[config.mk]
export PLATFORM = sky130hd
export DESIGN_NAME = bac_burst_ctrl
export DESIGN_NICKNAME = d
export VERILOG_FILES = /design/src/bac_pkg.sv /design/src/bac_burst_ctrl.sv
export SDC_FILE = /design/constraint.sdc
export NUM_CORES = 1
export LEC_CHECK = 0
export BUFFER_PORTS_ARGS = -buffer_cell sky130_fd_sc_hd__buf_2
export CAP_MARGIN = 20
export CORE_MARGIN = 2
export CORE_UTILIZATION = 40
export CTS_CLUSTER_DIAMETER = 120
export DETAILED_ROUTE_END_ITERATION = 8
export GPL_TIMING_DRIVEN = 1
export PLACE_DENSITY = 0.64
export SLEW_MARGIN = 20
export SYNTH_ARGS = -nofsm -noshare
export SYNTH_HDL_FRONTEND = slang
export SYNTH_SLANG_ARGS = --single-unit
[constraint.sdc]
create_clock -name core_clk_in -period 4.95 [get_ports core_clk_in]
set_input_delay 0.99 -clock core_clk_in [delete_from_list [all_inputs] [get_ports core_clk_in]]
set_output_delay 0.99 -clock core_clk_in [all_outputs]
set_load 0.1 [all_outputs]
[src/bac_pkg.sv]
// Package of constants, types and carriers for the burst acquisition control block
package bac_pkg;

    // ==========================================================
    // Local register bus geometry
    localparam int unsigned ADDR_W = 8;                 // Byte address width
    localparam int unsigned DATA_W = 32;                // Local bus data width

    // ==========================================================
    // Register byte offsets
    localparam logic [ADDR_W-1:0] OFS_BCR  = 8'h00;    // Board control word
    localparam logic [ADDR_W-1:0] OFS_IPC  = 8'h08;    // Input port configuration
    localparam logic [ADDR_W-1:0] OFS_BLEN = 8'h1C;    // Burst length
    localparam logic [ADDR_W-1:0] OFS_TMR  = 8'h3C;    // Burst trigger timer

    // ==========================================================
    // Board control word bit positions
    localparam int unsigned BCR_SW_SYNC  = 6;           // Software sync command
    localparam int unsigned BCR_CH_READY = 13;          // Channels ready flag
    localparam int unsigned BCR_TMR_EN   = 16;          // Periodic trigger enable
    localparam int unsigned BCR_BURST_EN = 21;          // Burst mode enable
    localparam int unsigned BCR_SW_TRIG  = 22;          // Software burst trigger

    // ==========================================================
    // Field widths and reset values
    localparam int unsigned BLEN_W = 24;                // Burst length width
    localparam int unsigned TMR_W  = 24;                // Timer divisor width
    localparam int unsigned CHN_W  = 4;                 // Active channel count width
    localparam int unsigned TOT_W  = BLEN_W + CHN_W;    // Total sample count width
    localparam logic [BLEN_W-1:0] BLEN_RST = 24'h000001; // One sample set
    localparam logic [TMR_W-1:0]  TMR_RST  = 24'h00C000; // Default divisor

    // ==========================================================
    // Timing
    localparam int unsigned CLK_HZ          = 20_000_000; // Core clock rate
    localparam int unsigned CLK_PERIOD_NS   = 50;         // Core clock period
    localparam int unsigned FREF_NOMINAL_HZ = 49_152_000; // Nominal master clock
    localparam int unsigned SYNC_IN_MIN_NS  = 120;        // Least sync input pulse
    localparam int unsigned SYNC_OUT_NS     = 120;        // Trigger echo pulse
    localparam int unsigned SYNC_OUT_CYC    = (SYNC_OUT_NS + CLK_PERIOD_NS - 1) / CLK_PERIOD_NS;
    localparam int unsigned SETTLE_S        = 5;          // Input settling hold
    localparam int unsigned SETTLE_CYC      = SETTLE_S * CLK_HZ;

    // ==========================================================
    // Types
    typedef enum logic [1:0] {
        BST_IDLE = 2'h1,                                // Waiting for a trigger
        BST_RUN  = 2'h2                                 // Burst in progress
    } bac_burst_e;

    typedef struct packed {
        logic aux_current;                              // Factory diagnostic current
        logic line_comp;                                // Long cable compensation
        logic bias_on;                                  // Bias current sources on
        logic coupling_select;                          // 0 AC, 1 DC
    } bac_ipc_s;

    typedef struct packed {
        logic              wr;                          // Write strobe, one cycle
        logic              rd;                          // Read strobe, one cycle
        logic [ADDR_W-1:0] addr;                        // Byte address
        logic [DATA_W-1:0] wdata;                       // Write data
    } bac_lbus_s;

endpackage

[src/bac_burst_ctrl.sv]
// Burst acquisition control: trigger sources, burst sequencing, input port configuration
`timescale 1ns/1ns

// Function
// Config bit 0: AC when zero, DC when one
// Config bit 1 switches bias current sources
// Config bit 2 enables long cable compensation
// Config bit 3 diagnostic current, keep zero
// Hold channels ready low five seconds
// Accepted trigger samples until count reached
// Burst length 24 bits, times active channels
// Zero length gives endless burst
// Triggers from software, timer, sync input
// External sync pulse at least 120 ns
// Software trigger bit high during burst
// Echo each trigger as 120 ns pulse; code echoes each accepted trigger for three cycles, 150 ns
// Ignore triggers while busy or buffer disabled
// Software trigger bit clears itself only
// Burst mode: sync input only triggers
// Synchronize boards before enabling burst mode
// Burst mode ignores software sync command
// Timer triggers at clock over divisor
// Master clock nominally 49.152 MHz
// Timer register at 3C, reset C000
// Timer enable is control bit 16
// Burst enable bit 21, trigger bit 22
// Burst length at 1C, reset one
// Finite burst end clears trigger bit
// Timer restarts from zero at divisor
module bac_burst_ctrl
    import bac_pkg::*;
#(
    parameter int unsigned SETTLE_CYCLES = SETTLE_CYC   // Settling hold in clock cycles
) (
    input  wire logic              core_clk_in,          // Core clock
    input  wire logic              reset_n_in,           // Asynchronous reset, active low
    input  wire bac_lbus_s         lbus_in,              // Local register bus request
    output logic [DATA_W-1:0]      rdata_out,            // Read data, one cycle after rd
    input  wire logic              buffer_enabled_in,    // Data buffer enabled
    input  wire logic              sample_tick_in,       // One sample set taken
    input  wire logic [CHN_W-1:0]  active_channels_in,   // Number of active channels
    input  wire logic              sync_in_line_in,      // External sync input pin
    output logic                   sync_out_line_out,    // External sync output pin
    output bac_ipc_s               ipc_out,              // Input port configuration
    output logic                   channels_ready_out,   // Inputs settled
    output logic                   sample_enable_out,    // Burst sampling gate
    output logic                   burst_done_out,       // Finite burst completed pulse
    output logic [TOT_W-1:0]       burst_total_out,      // Total samples per burst
    output logic                   board_sync_out        // Normal board sync request pulse
);

    localparam int unsigned SET_W = $clog2(SETTLE_CYCLES + 1);
    localparam logic [SET_W-1:0] SET_LOAD = SET_W'(SETTLE_CYCLES);
    localparam logic [1:0] ECHO_LOAD = 2'(SYNC_OUT_CYC);

    // ==========================================================
    // Register file state
    logic              tmr_en_q, tmr_en_d;               // Periodic trigger enable
    logic              burst_en_q, burst_en_d;           // Burst mode enable
    bac_ipc_s          ipc_q, ipc_d;                     // Input port configuration
    logic [BLEN_W-1:0] blen_q, blen_d;                   // Burst length
    logic [TMR_W-1:0]  div_q, div_d;                     // Timer divisor
    logic [DATA_W-1:0] rdata_q, rdata_d;                 // Read data holding
    logic [TOT_W-1:0]  total_q, total_d;                 // Samples per burst, all channels
    logic              sw_trig_req;                      // Software trigger written
    logic              sw_sync_req;                      // Software sync written
    logic              bcr_wr, ipc_wr;                   // Decoded write strobes

    // Settling, timer, burst, sync state
    logic [SET_W-1:0]  set_cnt_q, set_cnt_d;             // Settling countdown
    logic              ready_q, ready_d;                 // Channels ready
    logic              settle_start;                     // Settling restart
    logic [TMR_W-1:0]  tmr_cnt_q, tmr_cnt_d;             // Timer count
    logic              tmr_pulse_q, tmr_pulse_d;         // Timer trigger
    bac_burst_e        state_q, state_d;                 // Burst sequencer
    logic [BLEN_W-1:0] cnt_q, cnt_d;                     // Sample sets taken
    logic              done_q, done_d;                   // Completion pulse
    logic              samp_en_q, samp_en_d;             // Sampling gate
    logic              accept;                           // Trigger accepted
    logic              sync1_q, sync2_q, sync3_q;        // Sync input stages
    logic              sync_edge;                        // Sync input rising edge
    logic [1:0]        echo_cnt_q, echo_cnt_d;           // Echo pulse countdown
    logic              echo_q, echo_d;                   // Echo pin level
    logic              bsync_q, bsync_d;                 // Board sync request

    assign bcr_wr      = lbus_in.wr && (lbus_in.addr == OFS_BCR);
    assign ipc_wr      = lbus_in.wr && (lbus_in.addr == OFS_IPC);
    assign sw_trig_req = bcr_wr && lbus_in.wdata[BCR_SW_TRIG];
    assign sw_sync_req = bcr_wr && lbus_in.wdata[BCR_SW_SYNC];

    // ==========================================================
    // Register writes and reads
    always_comb begin
        tmr_en_d   = tmr_en_q;
        burst_en_d = burst_en_q;
        ipc_d      = ipc_q;
        blen_d     = blen_q;
        div_d      = div_q;
        rdata_d    = rdata_q;
        // Trigger bit is not stored here; writing zero has no effect
        if (bcr_wr) begin
            tmr_en_d   = lbus_in.wdata[BCR_TMR_EN];
            burst_en_d = lbus_in.wdata[BCR_BURST_EN];
        end
        // All four bits are stored as written; the diagnostic bit is software's to keep low
        if (ipc_wr) begin
            ipc_d = bac_ipc_s'(lbus_in.wdata[3:0]);
        end
        if (lbus_in.wr && (lbus_in.addr == OFS_BLEN)) begin
            blen_d = lbus_in.wdata[BLEN_W-1:0];
        end
        if (lbus_in.wr && (lbus_in.addr == OFS_TMR)) begin
            div_d = lbus_in.wdata[TMR_W-1:0];
        end
        // Read answer; unmapped offsets and reserved bits give zero
        if (lbus_in.rd) begin
            rdata_d = '0;
            case (lbus_in.addr)
                OFS_BCR: begin
                    rdata_d[BCR_CH_READY] = ready_q;
                    rdata_d[BCR_TMR_EN]   = tmr_en_q;
                    rdata_d[BCR_BURST_EN] = burst_en_q;
                    rdata_d[BCR_SW_TRIG]  = (state_q == BST_RUN);
                end
                OFS_IPC:  rdata_d[3:0] = ipc_q;
                OFS_BLEN: rdata_d[BLEN_W-1:0] = blen_q;
                OFS_TMR:  rdata_d[TMR_W-1:0] = div_q;
                default:  rdata_d = '0;
            endcase
        end
        // Product covers every active channel for the host's sample count
        total_d = TOT_W'(blen_q) * TOT_W'(active_channels_in);
    end

    // Register file flops
    always_ff @(posedge core_clk_in or negedge reset_n_in) begin
        if (!reset_n_in) begin
            tmr_en_q   <= 1'b0;
            burst_en_q <= 1'b0;
            ipc_q      <= '0;
            blen_q     <= BLEN_RST;
            div_q      <= TMR_RST;
            rdata_q    <= '0;
            total_q    <= '0;
        end else begin
            tmr_en_q   <= tmr_en_d;
            burst_en_q <= burst_en_d;
            ipc_q      <= ipc_d;
            blen_q     <= blen_d;
            div_q      <= div_d;
            rdata_q    <= rdata_d;
            total_q    <= total_d;
        end
    end

    // ==========================================================
    // Settling hold on channels ready
    // Restart on a move into AC coupling or on bias current switched on
    assign settle_start = ipc_wr &&
                          ((ipc_q.coupling_select && !lbus_in.wdata[0]) ||
                           (!ipc_q.bias_on && lbus_in.wdata[1]));
    always_comb begin
        set_cnt_d = set_cnt_q;
        if (settle_start) begin
            set_cnt_d = SET_LOAD;
        end else if (set_cnt_q != '0) begin
            set_cnt_d = set_cnt_q - SET_W'(1);
        end
        ready_d = (set_cnt_d == '0);
    end

    // Reset counts as a change, so the hold also follows reset
    always_ff @(posedge core_clk_in or negedge reset_n_in) begin
        if (!reset_n_in) begin
            set_cnt_q <= SET_LOAD;
            ready_q   <= 1'b0;
        end else begin
            set_cnt_q <= set_cnt_d;
            ready_q   <= ready_d;
        end
    end

    // ==========================================================
    // Periodic trigger timer; the core clock stands in for the master clock                // R19
    always_comb begin
        tmr_cnt_d   = '0;
        tmr_pulse_d = 1'b0;
        // A zero divisor would mean an infinite rate, so it gives no triggers
        if (tmr_en_q && (div_q != '0)) begin
            if (tmr_cnt_q >= div_q - TMR_W'(1)) begin
                tmr_pulse_d = 1'b1;
                tmr_cnt_d   = '0;
            end else begin
                tmr_cnt_d = tmr_cnt_q + TMR_W'(1);
            end
        end
    end

    always_ff @(posedge core_clk_in or negedge reset_n_in) begin
        if (!reset_n_in) begin
            tmr_cnt_q   <= '0;
            tmr_pulse_q <= 1'b0;
        end else begin
            tmr_cnt_q   <= tmr_cnt_d;
            tmr_pulse_q <= tmr_pulse_d;
        end
    end

    // ==========================================================
    // Sync input synchroniser; the second and third stages feed the edge detector
    always_ff @(posedge core_clk_in or negedge reset_n_in) begin
        if (!reset_n_in) begin
            sync1_q <= 1'b0;
            sync2_q <= 1'b0;
            sync3_q <= 1'b0;
        end else begin
            sync1_q <= sync_in_line_in;
            sync2_q <= sync1_q;
            sync3_q <= sync2_q;
        end
    end
    // A 120 ns pulse spans at least two clock edges, so it is never missed
    assign sync_edge = sync2_q && !sync3_q;

    // ==========================================================
    // Burst sequencer
    // Accept only from idle, in burst mode, with the buffer enabled
    assign accept = (state_q == BST_IDLE) && burst_en_q && buffer_enabled_in &&
                    (sw_trig_req || tmr_pulse_q || sync_edge);
    always_comb begin
        state_d = state_q;
        cnt_d   = cnt_q;
        done_d  = 1'b0;
        case (state_q)
            BST_IDLE: begin
                if (accept) begin
                    state_d = BST_RUN;
                    cnt_d   = '0;
                end
            end
            BST_RUN: begin
                // Losing burst mode or the buffer stops any burst, endless or not
                if (!burst_en_q || !buffer_enabled_in) begin
                    state_d = BST_IDLE;
                end else if (sample_tick_in) begin
                    cnt_d = cnt_q + BLEN_W'(1);
                    // Zero length never matches, so the burst runs on
                    if ((blen_q != '0) && (cnt_d == blen_q)) begin
                        state_d = BST_IDLE;
                        done_d  = 1'b1;
                    end
                end
            end
            default: state_d = BST_IDLE;
        endcase
        samp_en_d = (state_d == BST_RUN);
    end

    always_ff @(posedge core_clk_in or negedge reset_n_in) begin
        if (!reset_n_in) begin
            state_q   <= BST_IDLE;
            cnt_q     <= '0;
            done_q    <= 1'b0;
            samp_en_q <= 1'b0;
        end else begin
            state_q   <= state_d;
            cnt_q     <= cnt_d;
            done_q    <= done_d;
            samp_en_q <= samp_en_d;
        end
    end

    // ==========================================================
    // Trigger echo and normal board sync
    always_comb begin
        echo_cnt_d = echo_cnt_q;
        if (accept) begin
            echo_cnt_d = ECHO_LOAD;
        end else if (echo_cnt_q != '0) begin
            echo_cnt_d = echo_cnt_q - 2'h1;
        end
        echo_d = (echo_cnt_d != '0);
        // Burst mode takes the sync line and the sync command away from synchronisation
        bsync_d = !burst_en_q && (sync_edge || sw_sync_req);
    end

    always_ff @(posedge core_clk_in or negedge reset_n_in) begin
        if (!reset_n_in) begin
            echo_cnt_q <= '0;
            echo_q     <= 1'b0;
            bsync_q    <= 1'b0;
        end else begin
            echo_cnt_q <= echo_cnt_d;
            echo_q     <= echo_d;
            bsync_q    <= bsync_d;
        end
    end

    // ==========================================================
    // Outputs, all straight from flops
    assign rdata_out          = rdata_q;
    assign sync_out_line_out  = echo_q;
    assign ipc_out            = ipc_q;
    assign channels_ready_out = ready_q;
    assign sample_enable_out  = samp_en_q;
    assign burst_done_out     = done_q;
    assign burst_total_out    = total_q;
    assign board_sync_out     = bsync_q;

    // ==========================================================
    // Assertions
    property p_echo_width;
        @(posedge core_clk_in) disable iff (!reset_n_in)
        $rose(sync_out_line_out) |-> sync_out_line_out [*3] ##1 !sync_out_line_out;
    endproperty
    a_echo_width: assert property (p_echo_width) else $error("Echo pulse not three cycles");

    property p_echo_on_accept;
        @(posedge core_clk_in) disable iff (!reset_n_in)
        (state_q == BST_IDLE && state_d == BST_RUN) |=> sync_out_line_out && sample_enable_out;
    endproperty
    a_echo_on_accept: assert property (p_echo_on_accept) else $error("Trigger not echoed");

    property p_busy_ignores;
        @(posedge core_clk_in) disable iff (!reset_n_in)
        (state_q == BST_RUN) |=> !$rose(sync_out_line_out);
    endproperty
    a_busy_ignores: assert property (p_busy_ignores) else $error("Trigger taken while busy");

    property p_buffer_off;
        @(posedge core_clk_in) disable iff (!reset_n_in)
        !buffer_enabled_in |=> (state_q == BST_IDLE) && !sample_enable_out;
    endproperty
    a_buffer_off: assert property (p_buffer_off) else $error("Burst with buffer disabled");

    property p_trig_readback;
        @(posedge core_clk_in) disable iff (!reset_n_in)
        (lbus_in.rd && lbus_in.addr == OFS_BCR) |=> rdata_out[BCR_SW_TRIG] == $past(samp_en_q);
    endproperty
    a_trig_readback: assert property (p_trig_readback) else $error("Trigger bit readback wrong");

    property p_finite_end;
        @(posedge core_clk_in) disable iff (!reset_n_in)
        (state_q == BST_RUN && burst_en_q && buffer_enabled_in && sample_tick_in &&
         blen_q != '0 && cnt_q + BLEN_W'(1) == blen_q) |=> burst_done_out && !sample_enable_out;
    endproperty
    a_finite_end: assert property (p_finite_end) else $error("Finite burst did not end");

    property p_endless;
        @(posedge core_clk_in) disable iff (!reset_n_in)
        (state_q == BST_RUN && blen_q == '0 && burst_en_q && buffer_enabled_in) |=> state_q == BST_RUN;
    endproperty
    a_endless: assert property (p_endless) else $error("Endless burst stopped");

    property p_timer_restart;
        @(posedge core_clk_in) disable iff (!reset_n_in)
        tmr_pulse_q |-> tmr_cnt_q == '0;
    endproperty
    a_timer_restart: assert property (p_timer_restart) else $error("Timer did not restart");

    property p_settle_hold;
        @(posedge core_clk_in) disable iff (!reset_n_in)
        settle_start |=> !channels_ready_out [*8];
    endproperty
    a_settle_hold: assert property (p_settle_hold) else $error("Ready not held low");

    property p_no_sync_in_burst;
        @(posedge core_clk_in) disable iff (!reset_n_in)
        (burst_en_q && (sync_edge || sw_sync_req)) |=> !board_sync_out;
    endproperty
    a_no_sync_in_burst: assert property (p_no_sync_in_burst) else $error("Sync in burst mode");

endmodule

==> results, run 1 <==
- TritonCTS built the clock tree.
- The kind of cell with the highest combined delay along the critical path is adder cells.
- Dividing the detail-routed via count by the number of cells gives between 5 and 6.
- The worst setup path is launched from a primary input.
- Buffers added to address setup during post-CTS repair amount to 0.
- The first-pass GRT wire length is 54,100 µm.
- The critical path depth in cells is 16.
- The clock tree skew after final layout is approximately 17 ps.
- The sequential cell area fraction in the yosys report is between 30% and 40%.
- From left edge to right edge, the die measures 185 µm.
- Counting both buffers and inverters, the worst setup path holds a total of 4.
- The filler cells instantiated in the layout total between 3,000 and 4,000.
- The total power consumption of the routed design is roughly 4.3 mW.
- The first-pass iteration count of the detailed router is 5.
- The number of synthesized register bits is a little under 200.
- The clock reaches the later pin of the worst-skew pair after 460 ps.
- The longest clock path from root to sink contains 2 buffers.
- The number of I/O port buffers is approximately 100.
- The complex-gate fraction of the synthesized area is between 10% and 20%.
- Yosys printed 0 warnings.
- The via count of the first global-routing pass is around 10,000.
- The initialized floorplan defines 66 standard-cell rows.
- Derived from the worst setup path, the maximum achievable clock frequency is about 230 MHz.
- The max-cap check violation count is 0.
- The number of max-slew violations in the final report was 0.
- CTS placed an instance of sky130_fd_sc_hd__clkbuf_16 at the clock tree root.
- The area after detailed placement is between 0.01 and 0.015 mm².
- The slew at the pin closest to its max-slew limit is 958 ps.
- The hold violation total from the final report was 0.
- The share of synthesized registers carrying an async set or reset is 100%.
- The fraction of post-synthesis cell area in the top cell type by area is approximately 34%.
- The cell area after layout is between 0.01 and 0.015 mm².
- The worst setup path is captured at a flip-flop.
- The path class of the tightest hold or removal check is reg -> reg.
- Summing the areas of all xor and xnor instances in the mapped netlist gives about 8.0% of the synthesized area.
- The gate count of the mapped netlist is ~1,400.
- The number of gates resized after cts is 0.
- Across the VDD grid, the largest voltage drop is 260 µV.
- The worst reg-to-reg path cell count is 15.
- Setup violations remaining at the end of the flow were counted as 0.
- The flow ran to the end, and the final reports show no timing, DRC or antenna violations.
- The tree built by TritonCTS fans out to just under 200 sinks.
- The post-synthesis instance area is about 0.013 mm².
- The critical path goes through buf_2, and2_1, fa_1, inv_1, fa_1, inv_1, ha_1, and2_1, nor3b_1, a311oi_1, buf_4, o2111ai_1, o211ai_1, o21ai_0, o41ai_1, xnor2_1.
- The final weighted congestion in routability-driven placement is roughly 0.87.
- The total number of vias is around 10,000.
- sky130_fd_sc_hd__dfrtp_1 is the most common cell in the netlist.
- The kind of critical path is in -> reg.
- In this run the remaining antenna-violating nets after routing total 0.
- After the flow finishes, the layout carries non-filler instances totaling roughly 1,900.
- The synthesized design contains 0 enable-type register cells.
- The post-layout minimum cycle time is around 4300 ps.
- The endpoint required time on the critical path is 5330 ps.
- The final critical path takes up slightly below 90% of the cycle.
- The net total in the final layout is 1,630.
- After synthesis, the cell types taking the most area are sky130_fd_sc_hd__dfrtp_1 (34%), sky130_fd_sc_hd__fa_1 (6.7%), sky130_fd_sc_hd__ha_1 (6.1%), sky130_fd_sc_hd__mux2_2 (5.8%), sky130_fd_sc_hd__xnor2_1 (5.0%).
- Counting tap cells, the placed design contains a total of approximately 1,900 instances.
- The number of top-level pins is 120.
- After detailed routing, the number of remaining DRC violations is 0.
- Compared with the post-synthesis result, the final layout area differs by 12.4%.
- The number of buffers inserted for hold repair after clock tree synthesis is 0.
- Setup repair after global routing left no endpoint under its margin.
- The worst max-slew margin expressed relative to the limit is between 30% and 40%.
- Counting instances in the post-synthesis netlist gives the leading cell types as sky130_fd_sc_hd__dfrtp_1 (178), sky130_fd_sc_hd__nand2_1 (171), sky130_fd_sc_hd__inv_1 (92), sky130_fd_sc_hd__nor2_1 (84), sky130_fd_sc_hd__xnor2_1 (75).
- The worst hold slack after final layout is 355 ps.
- Of the total synthesized cell area, the portion taken by full adders, half adders and majority gates is about an eighth.
- The number of buffers created by CTS is 17.
- The critical-path maximum fanout is 8.
- The clock slew at the register clock pins of the worst setup and hold paths is ~80 ps.
- The number of cells on the worst hold path is 0.
- The detailed router's first-iteration violation count is around 720.
- The residual overflow from global routing is 0.
- Summing the areas of all and, or, nand and nor instances in the mapped netlist gives about 20% of the synthesized area.
- The number of H-tree levels is 4.
- The region available for standard cell placement spans about 0.032 mm².
- After synthesis, the largest family of logic cells by area is simple AND/OR/NAND/NOR gates.
- The initial utilization of the core area, before any placement, comes to roughly 40%.
- The HPWL after detailed placement is roughly 24,000 µm.
- In the final timing run, aggregate negative setup slack is 0 ps.
- Each instance of the synthesized netlist takes up on average 9.35 µm².
- The routed length per instance is between 15 and 20 µm.
- The critical path's largest stage delay is about 540 ps.
- The largest net degree at the start of global routing is about 110.
- The share of layout cells above drive strength 1 is ~18%.
- The routed design has ~33,000 µm of wire.
- The initial antenna violation count is 3.
- Across every metal layer, demand over resource in global routing totals 20.3%.
- The largest individual stage delay along the critical path comes from the cell sky130_fd_sc_hd__fa_1.
- The power density of the placed cells is between 200 and 300 mW/mm².
- After synthesis, the netlist uses 62 different library cells.
- Summed over all cells, the static leakage comes to between 6 and 7 nW.
- The area of the die is between 0.03 and 0.04 mm².
- The die is roughly 180 µm tall.
- Measured against the total synthesized area, the mux share comes to under 10%.
- The largest total area in the synthesized netlist belongs to sky130_fd_sc_hd__dfrtp_1.
- Among all flip-flop cells after synthesis, the most frequent one is sky130_fd_sc_hd__dfrtp_1.
- The arrival time of data at the critical path endpoint is 4690 ps.
## cells in the final DEF (no fill, tap or decap), types with 56 or more instances in the layout
| master | synthesis | final |
|---|---|---|
| sky130_fd_sc_hd__a21oi_1 | 72 | 72 |
| sky130_fd_sc_hd__and2_1 | 56 | 56 |
| sky130_fd_sc_hd__buf_2 | 0 | 102 |
| sky130_fd_sc_hd__dfrtp_1 | 178 | 178 |
| sky130_fd_sc_hd__ha_1 | 64 | 64 |
| sky130_fd_sc_hd__inv_1 | 92 | 92 |
| sky130_fd_sc_hd__mux2_2 | 67 | 67 |
| sky130_fd_sc_hd__nand2_1 | 171 | 171 |
| sky130_fd_sc_hd__nor2_1 | 84 | 83 |
| sky130_fd_sc_hd__xnor2_1 | 75 | 75 |
## worst paths after layout
check,startpoint,to,slack [ps]
max in group asynchronous,reset_n_in,state_q[0]$_DFF_PN1_,3290
min in group asynchronous,reset_n_in,burst_total_out[2]$_DFF_PN0_,650
setup reg to reg,blen_q[5]$_DFFE_PN0P_,burst_total_out[27]$_DFF_PN0_,740
hold / removal,sync1_q$_DFF_PN0_,sync2_q$_DFF_PN0_,350
setup / recovery,active_channels_in[3],burst_total_out[27]$_DFF_PN0_,640
hold reg to reg,sync1_q$_DFF_PN0_,sync2_q$_DFF_PN0_,350
## through the flow
step | utilization (%) | setup slack, ps
floorplan | - | 534
global placement | 43.4 | 173
detailed placement | 43.4 | 195
CTS | 45.3 | 616
global route | 45.4 | 401
finish | 45.4 | 643
## area by class of cell
type / count / area (µm²) / share of cell area [%]
Inverter: 92 / 345 / 2.35
Tap cell: 442 / 553 / 3.76
Sequential cell: 194 / 4870 / 33.2
Timing Repair Buffer: 127 / 717 / 4.88
Clock buffer: 18 / 439 / 2.99
Antenna cell: 2 / 5.00 / 0.0341
Clock inverter: 14 / 193 / 1.31
Multi-Input combinational cell: 1039 / 7560 / 51.5
## logic make-up after synthesis
family	count (synthesis)
compound gates	216
xor+xnor	119
fa+ha+maj	108
buf+inv	171
flops	194
mux	78
other cells	1
simple gates	510
## worst register-to-register path: cells and delay by family (launching register included)
kind            cells  cell delay, ps
buf+inv             3             270
fa+ha+maj           3            1400
flops               1             550
compound gates      5            1140
simple gates        3             610
xor+xnor            1             160
## routing by layer
| layer | routed length, µm | up-vias | part of all wire [%] | global-route usage, % |
|---|---|---|---|---|
| li1 | - | 4940 | - | - |
| met1 | 15900 | 4966 | 48 | 28.2 |
| met2 | 14400 | 255 | 43 | 30.9 |
| met3 | 2060 | 53 | 6.2 | 4.72 |
| met4 | 923 | 2 | 2.8 | 7.62 |
| met5 | 11 | - | 0.033 | 0 |
## power breakdown
part,internal [mW],switching (mW)
clock network,0.744,0.733
registers,1.68,0.105
logic,0.328,0.738
total,2.75,1.58
## sequential cells by signal (all words and copies together), names as in the netlist, 2 cells and up
name and flops:
state_q 2, div_q 24, tmr_cnt_q 24, burst_total_out 28
ipc_out 4, cnt_q 24, set_cnt_q 27, blen_q 24
echo_cnt_q 2, rdata_out 24
No activity file was read; power rests on OpenSTA's default activity.
==> run 2, diff against run 1 <==
--- a/config.mk
+++ b/config.mk
@@ -5,6 +5,7 @@
 export SDC_FILE = /design/constraint.sdc
 export NUM_CORES = 1
 export LEC_CHECK = 0
+export ABC_AREA = 1
 export BUFFER_PORTS_ARGS = -buffer_cell sky130_fd_sc_hd__buf_2
 export CAP_MARGIN = 20
 export CORE_MARGIN = 2
==> constraint.sdc (replaced) <==
create_clock -name core_clk_in -period 5.5 [get_ports core_clk_in]
set_input_delay 1.1 -clock core_clk_in [delete_from_list [all_inputs] [get_ports core_clk_in]]
set_output_delay 1.1 -clock core_clk_in [all_outputs]
set_load 0.1 [all_outputs]
==> run 2 against run 1 <==
  * Combinational power fell by 7%
  * Final area is 3.8% higher
  * Highest routed layer is now met4
  * Via count grew 19%
==> results, run 2 <==
- The flow ran to the end, and the final reports show no timing, DRC or antenna violations.
- The post-CTS setup buffer count is 0.
- Of the cells placed in the final design, the portion with a size suffix greater than 1 is 11.1%.
- After detailed routing, the met3 layer carries 2210 µm of wire.
- The final cycle utilization of the critical path is around 81%.
- The portion of synthesized area spent on multiplexers is 0%.
- Per report_power, the sequential group accounts for 41.1% of the total.
- The die covers ~0.036 mm².
- The residual overflow from global routing is 0.
- The maximum root-to-sink buffer count is 2.
- The number of rows in the core area is 67.
- After detailed routing, the met2 layer carries between 15,000 and 20,000 µm of wire.
- In this run, the combinational gates consume between 20% and 30% of the power.
- Summing the areas of all and, or, nand and nor instances in the mapped netlist gives between 20% and 30% of the synthesized area.
- In the post-synthesis netlist, the biggest area contributors are sky130_fd_sc_hd__dfrtp_1 (32%), sky130_fd_sc_hd__nand2_1 (13%), sky130_fd_sc_hd__inv_1 (7.7%), sky130_fd_sc_hd__fa_1 (6.4%), sky130_fd_sc_hd__ha_1 (5.8%).
- The number of I/O port buffers is a little over 100.
- The dominant combinational cell family by area after synthesis is simple AND/OR/NAND/NOR gates.
- The initial utilization of the core area, before any placement, comes to about 41%.
- The repair_antennas step left the layout with diodes totalling 0.
- The height of the chip is between 150 and 200 µm.
- The root buffer selected by CTS is sky130_fd_sc_hd__clkbuf_16.
- The setup TNS after final layout is 0 ps.
- The end of the worst register-to-register path is tmr_cnt_q[20]$_DFF_PN0_.
- The number of gates resized after cts is 0.
- Setup repair after global routing left no endpoint under its margin.
- The H-tree generated during clock tree synthesis spans 4 levels.
- The arrival time of data at the critical path endpoint is ~4800 ps.
- The congestion estimate from routability-driven global placement came to between 0.9 and 1.
- The pre-antenna-repair detailed-routing pass consisted of 8 iterations.
- The count of flip-flops with a built-in enable after synthesis is 0.
- After synthesis, the largest area contributor takes up between 30% and 40% of total cell area.
- In the layout the commonest cells are sky130_fd_sc_hd__nand2_1 (485), sky130_fd_sc_hd__inv_1 (282), sky130_fd_sc_hd__dfrtp_1 (178).
- The distinct cell type count of the synthesized netlist is between 50 and 60.
- The initial antenna violation count is 0.
- The clock tree skew after final layout is about 17 ps.
- The leakage power is roughly 8 nW.
- In this run the worst hold path is classified as reg -> reg.
- TritonCTS built the clock tree.
- Among all cell types in the netlist, the one instantiated most often is sky130_fd_sc_hd__nand2_1.
- The max-cap check violation count is 0.
- The startpoint of the most critical register-to-register path is div_q[5]$_DFFE_PN0P_.
- The kind of end point of the critical path is a flip-flop.
- The final-report setup violation count is 0.
- The least setup slack across all paths after layout is between 1000 and 1500 ps.
- The cell-internal power is 2.39 mW.
- The slew at the pin closest to its max-slew limit is approximately 960 ps.
- After detailed routing, the number of vias per cell comes to ~5.2.
- The share of power burned in the clock network is 33.5%.
- After the last flow step, the layout net total stands at just over 2,000.
- The xor and xnor fraction of the mapped netlist area is 5.09%.
- Once detailed placement completed, the half-perimeter wirelength came to 29,300 µm.
- The die outline width is roughly 190 µm.
- The number of synthesized register bits is around 190.
- Counting I/O delays and the setup requirement, the final critical path takes 4460 ps.
- Entering global routing, the biggest net connects approximately 100 pins.
- STA puts the critical path data required time at between 5000 and 6000 ps.
- The total core area is between 0.03 and 0.04 mm².
- By count the netlist is led by sky130_fd_sc_hd__nand2_1 (485), sky130_fd_sc_hd__inv_1 (282), sky130_fd_sc_hd__dfrtp_1 (178), sky130_fd_sc_hd__nor2_1 (157), sky130_fd_sc_hd__nand3_1 (101).
- Timing analysis after detailed placement gives a worst setup slack of between 800 and 900 ps.
- The total routing usage reported by global routing is 22.3%.
- The worst hold path terminates at sync2_q$_DFF_PN0_.
- The timing-limited maximum frequency is 224 MHz.
- For this design the total switching power over the nets is 1.52 mW.
- The cell type with the largest total area after synthesis is sky130_fd_sc_hd__dfrtp_1.
- The DRC violation count after routing is 0.
- The gate count of the mapped netlist is between 1,500 and 2,000.
- 120 I/O pins were placed.
- The complex-gate fraction of the synthesized area is under 10%.
- The total number of vias is 12,205.
- The register with the most flip-flops in the layout has 28 of them.
- The switching share of total power is ~40%.
- The per-instance average area after synthesis is 7.50 µm².
- The worst hold path begins at sync1_q$_DFF_PN0_.
- The worst max-slew margin expressed relative to the limit is a little over a third.
- The highest metal layer carrying signal wires in the routed design is met4.
- Relative to the synthesized area, the layout overhead comes to 10.7%.
- The number of max-slew violations in the final report is 0.
- The number of filler cells placed in the layout is between 3,000 and 4,000.
- Dividing the detail-routed wire length by the instance count gives 16.4 µm.
- The worst-case IR drop observed on VDD is around 200 µV.
- The most used flip-flop cell after synthesis is sky130_fd_sc_hd__dfrtp_1.
- The count of warnings emitted by yosys is 0.
- In this run, the number of DRC markers left after iteration 0 of detailed routing was around 950.
- The worst reg-to-reg path cell count is 18.
- The synthesized netlist devotes around an eighth of its cell area to adder and majority cells.
- The total clock sinks is between 150 and 200.
- The number of buffers created by CTS is 17.
- The hold violation total from the final report is 0.
- The post-synthesis instance area is between 0.01 and 0.015 mm².
- After clock tree synthesis, the flow added hold-fix buffers numbering 0.
- The clock reaches the later pin of the worst-skew pair after approximately 460 ps.
- The post-route antenna net violation count is 0.
- Counting instances, the worst hold path has a depth of 0.
- The power density of the placed cells is between 200 and 300 mW/mm².
- The launching element type of the critical path is a flip-flop.
- Wires add up to 38,800 µm.
- The share of synthesized registers carrying an async set or reset is 100%.
- The kind of critical path is reg -> reg.
- The via count of the first global-routing pass is about 12,000.
- Clock-pin slew was measured on the worst setup and hold paths at about 80 ps.
- The register-to-register path setup slack is around 1000 ps.
- The critical-path maximum fanout is 20.
- The library cell used most frequently in the layout, excluding fill and tap cells, is sky130_fd_sc_hd__nand2_1.
- The first global-routing pass estimated 63,200 µm of wire.
- The sum of routed wire segments on met1 is 18,400 µm.
- Of the synthesized area, sequential elements account for 35.4%.
run 2: cell type report:
type,count,area [µm²],share of cell area [%]
clock inverter,15,184,1.21
timing repair buffer,110,589,3.86
multi-input combinational,1292,7520,49.3
tap,448,561,3.68
inverter,292,1100,7.22
clock buffer,17,425,2.79
sequential,194,4870,32.0
run 2: cell families (layout without fill, tap and decap cells):
group / count (synthesis) / count (layout)
XOR/XNOR: 80 / 80
AND/OR/NAND/NOR: 871 / 871
AO/OA/AOI/OAI: 225 / 225
flip-flops: 194 / 194
other: 1 / 8
buffers and inverters: 358 / 434
adder cells (fa/ha/maj): 108 / 108
run 2: stage by stage:
step / util [%] / instance area (µm²) / power [mW] / hold slack [ps] / std cells
global placement: 43.4 / 14600 / 2.60 / 343 / 2336
CTS: 45.3 / 15300 / 3.95 / 356 / 2368
floorplan: - / 13800 / 2.37 / 331 / 1844
detailed placement: 43.4 / 14600 / 2.62 / 343 / 2336
finish: 45.3 / 15300 / 3.91 / 352 / 2368
global route: 45.3 / 15300 / 4.11 / 372 / 2368
run 2: worst max-delay path by stage:
stage	start	endpoint	slack, ps	depth (start not counted)
after detailed placement	active_channels_in[3]	burst_total_out[22]$_DFF_PN0_	840	16
after CTS	div_q[0]$_DFFE_PN0P_	tmr_cnt_q[20]$_DFF_PN0_	1100	19
after floorplan	active_channels_in[3]	burst_total_out[20]$_DFF_PN0_	1270	14
final	div_q[5]$_DFFE_PN0P_	tmr_cnt_q[20]$_DFF_PN0_	1040	18
after global placement	active_channels_in[3]	burst_total_out[20]$_DFF_PN0_	880	15
after global routing	div_q[4]$_DFFE_PN0P_	tmr_cnt_q[22]$_DFF_PN0_	610	18
run 2: per-layer routing:
layer	global-route usage, %	up-vias
li1	-	5962
met1	31.8	5863
met4	6.68	0
met3	3.30	40
met2	35.1	340
met5	0	-
run 2: critical path, cell delays in order, from the launching register on:
cell and delay, ps:
sky130_fd_sc_hd__dfrtp_1 460, sky130_fd_sc_hd__nor2_1 170, sky130_fd_sc_hd__inv_1 100, sky130_fd_sc_hd__nor4_4 310, sky130_fd_sc_hd__nand2_1 160, sky130_fd_sc_hd__nor2_2 210, sky130_fd_sc_hd__nand4_1 180, sky130_fd_sc_hd__nor3_2 260
sky130_fd_sc_hd__nand3_1 140, sky130_fd_sc_hd__xor2_1 170, sky130_fd_sc_hd__ha_1 290, sky130_fd_sc_hd__nand2_1 70, sky130_fd_sc_hd__inv_1 30, sky130_fd_sc_hd__o21ai_0 140, sky130_fd_sc_hd__nand2_1 90, sky130_fd_sc_hd__a21oi_1 150
sky130_fd_sc_hd__nand4_1 780, sky130_fd_sc_hd__buf_4 460, sky130_fd_sc_hd__nor3_1 190
run 2: power by group through the flow:
| stage | Sequential, mW | Combinational, mW | Clock (mW) |
|---|---|---|---|
| floorplan | 1.80 | 0.567 | 0 |
| global placement | 1.63 | 0.972 | 0 |
| CTS | 1.61 | 0.996 | 1.34 |
| detailed placement | 1.63 | 0.988 | 0 |
| global route | 1.62 | 1.10 | 1.40 |
| finish | 1.61 | 0.992 | 1.31 |
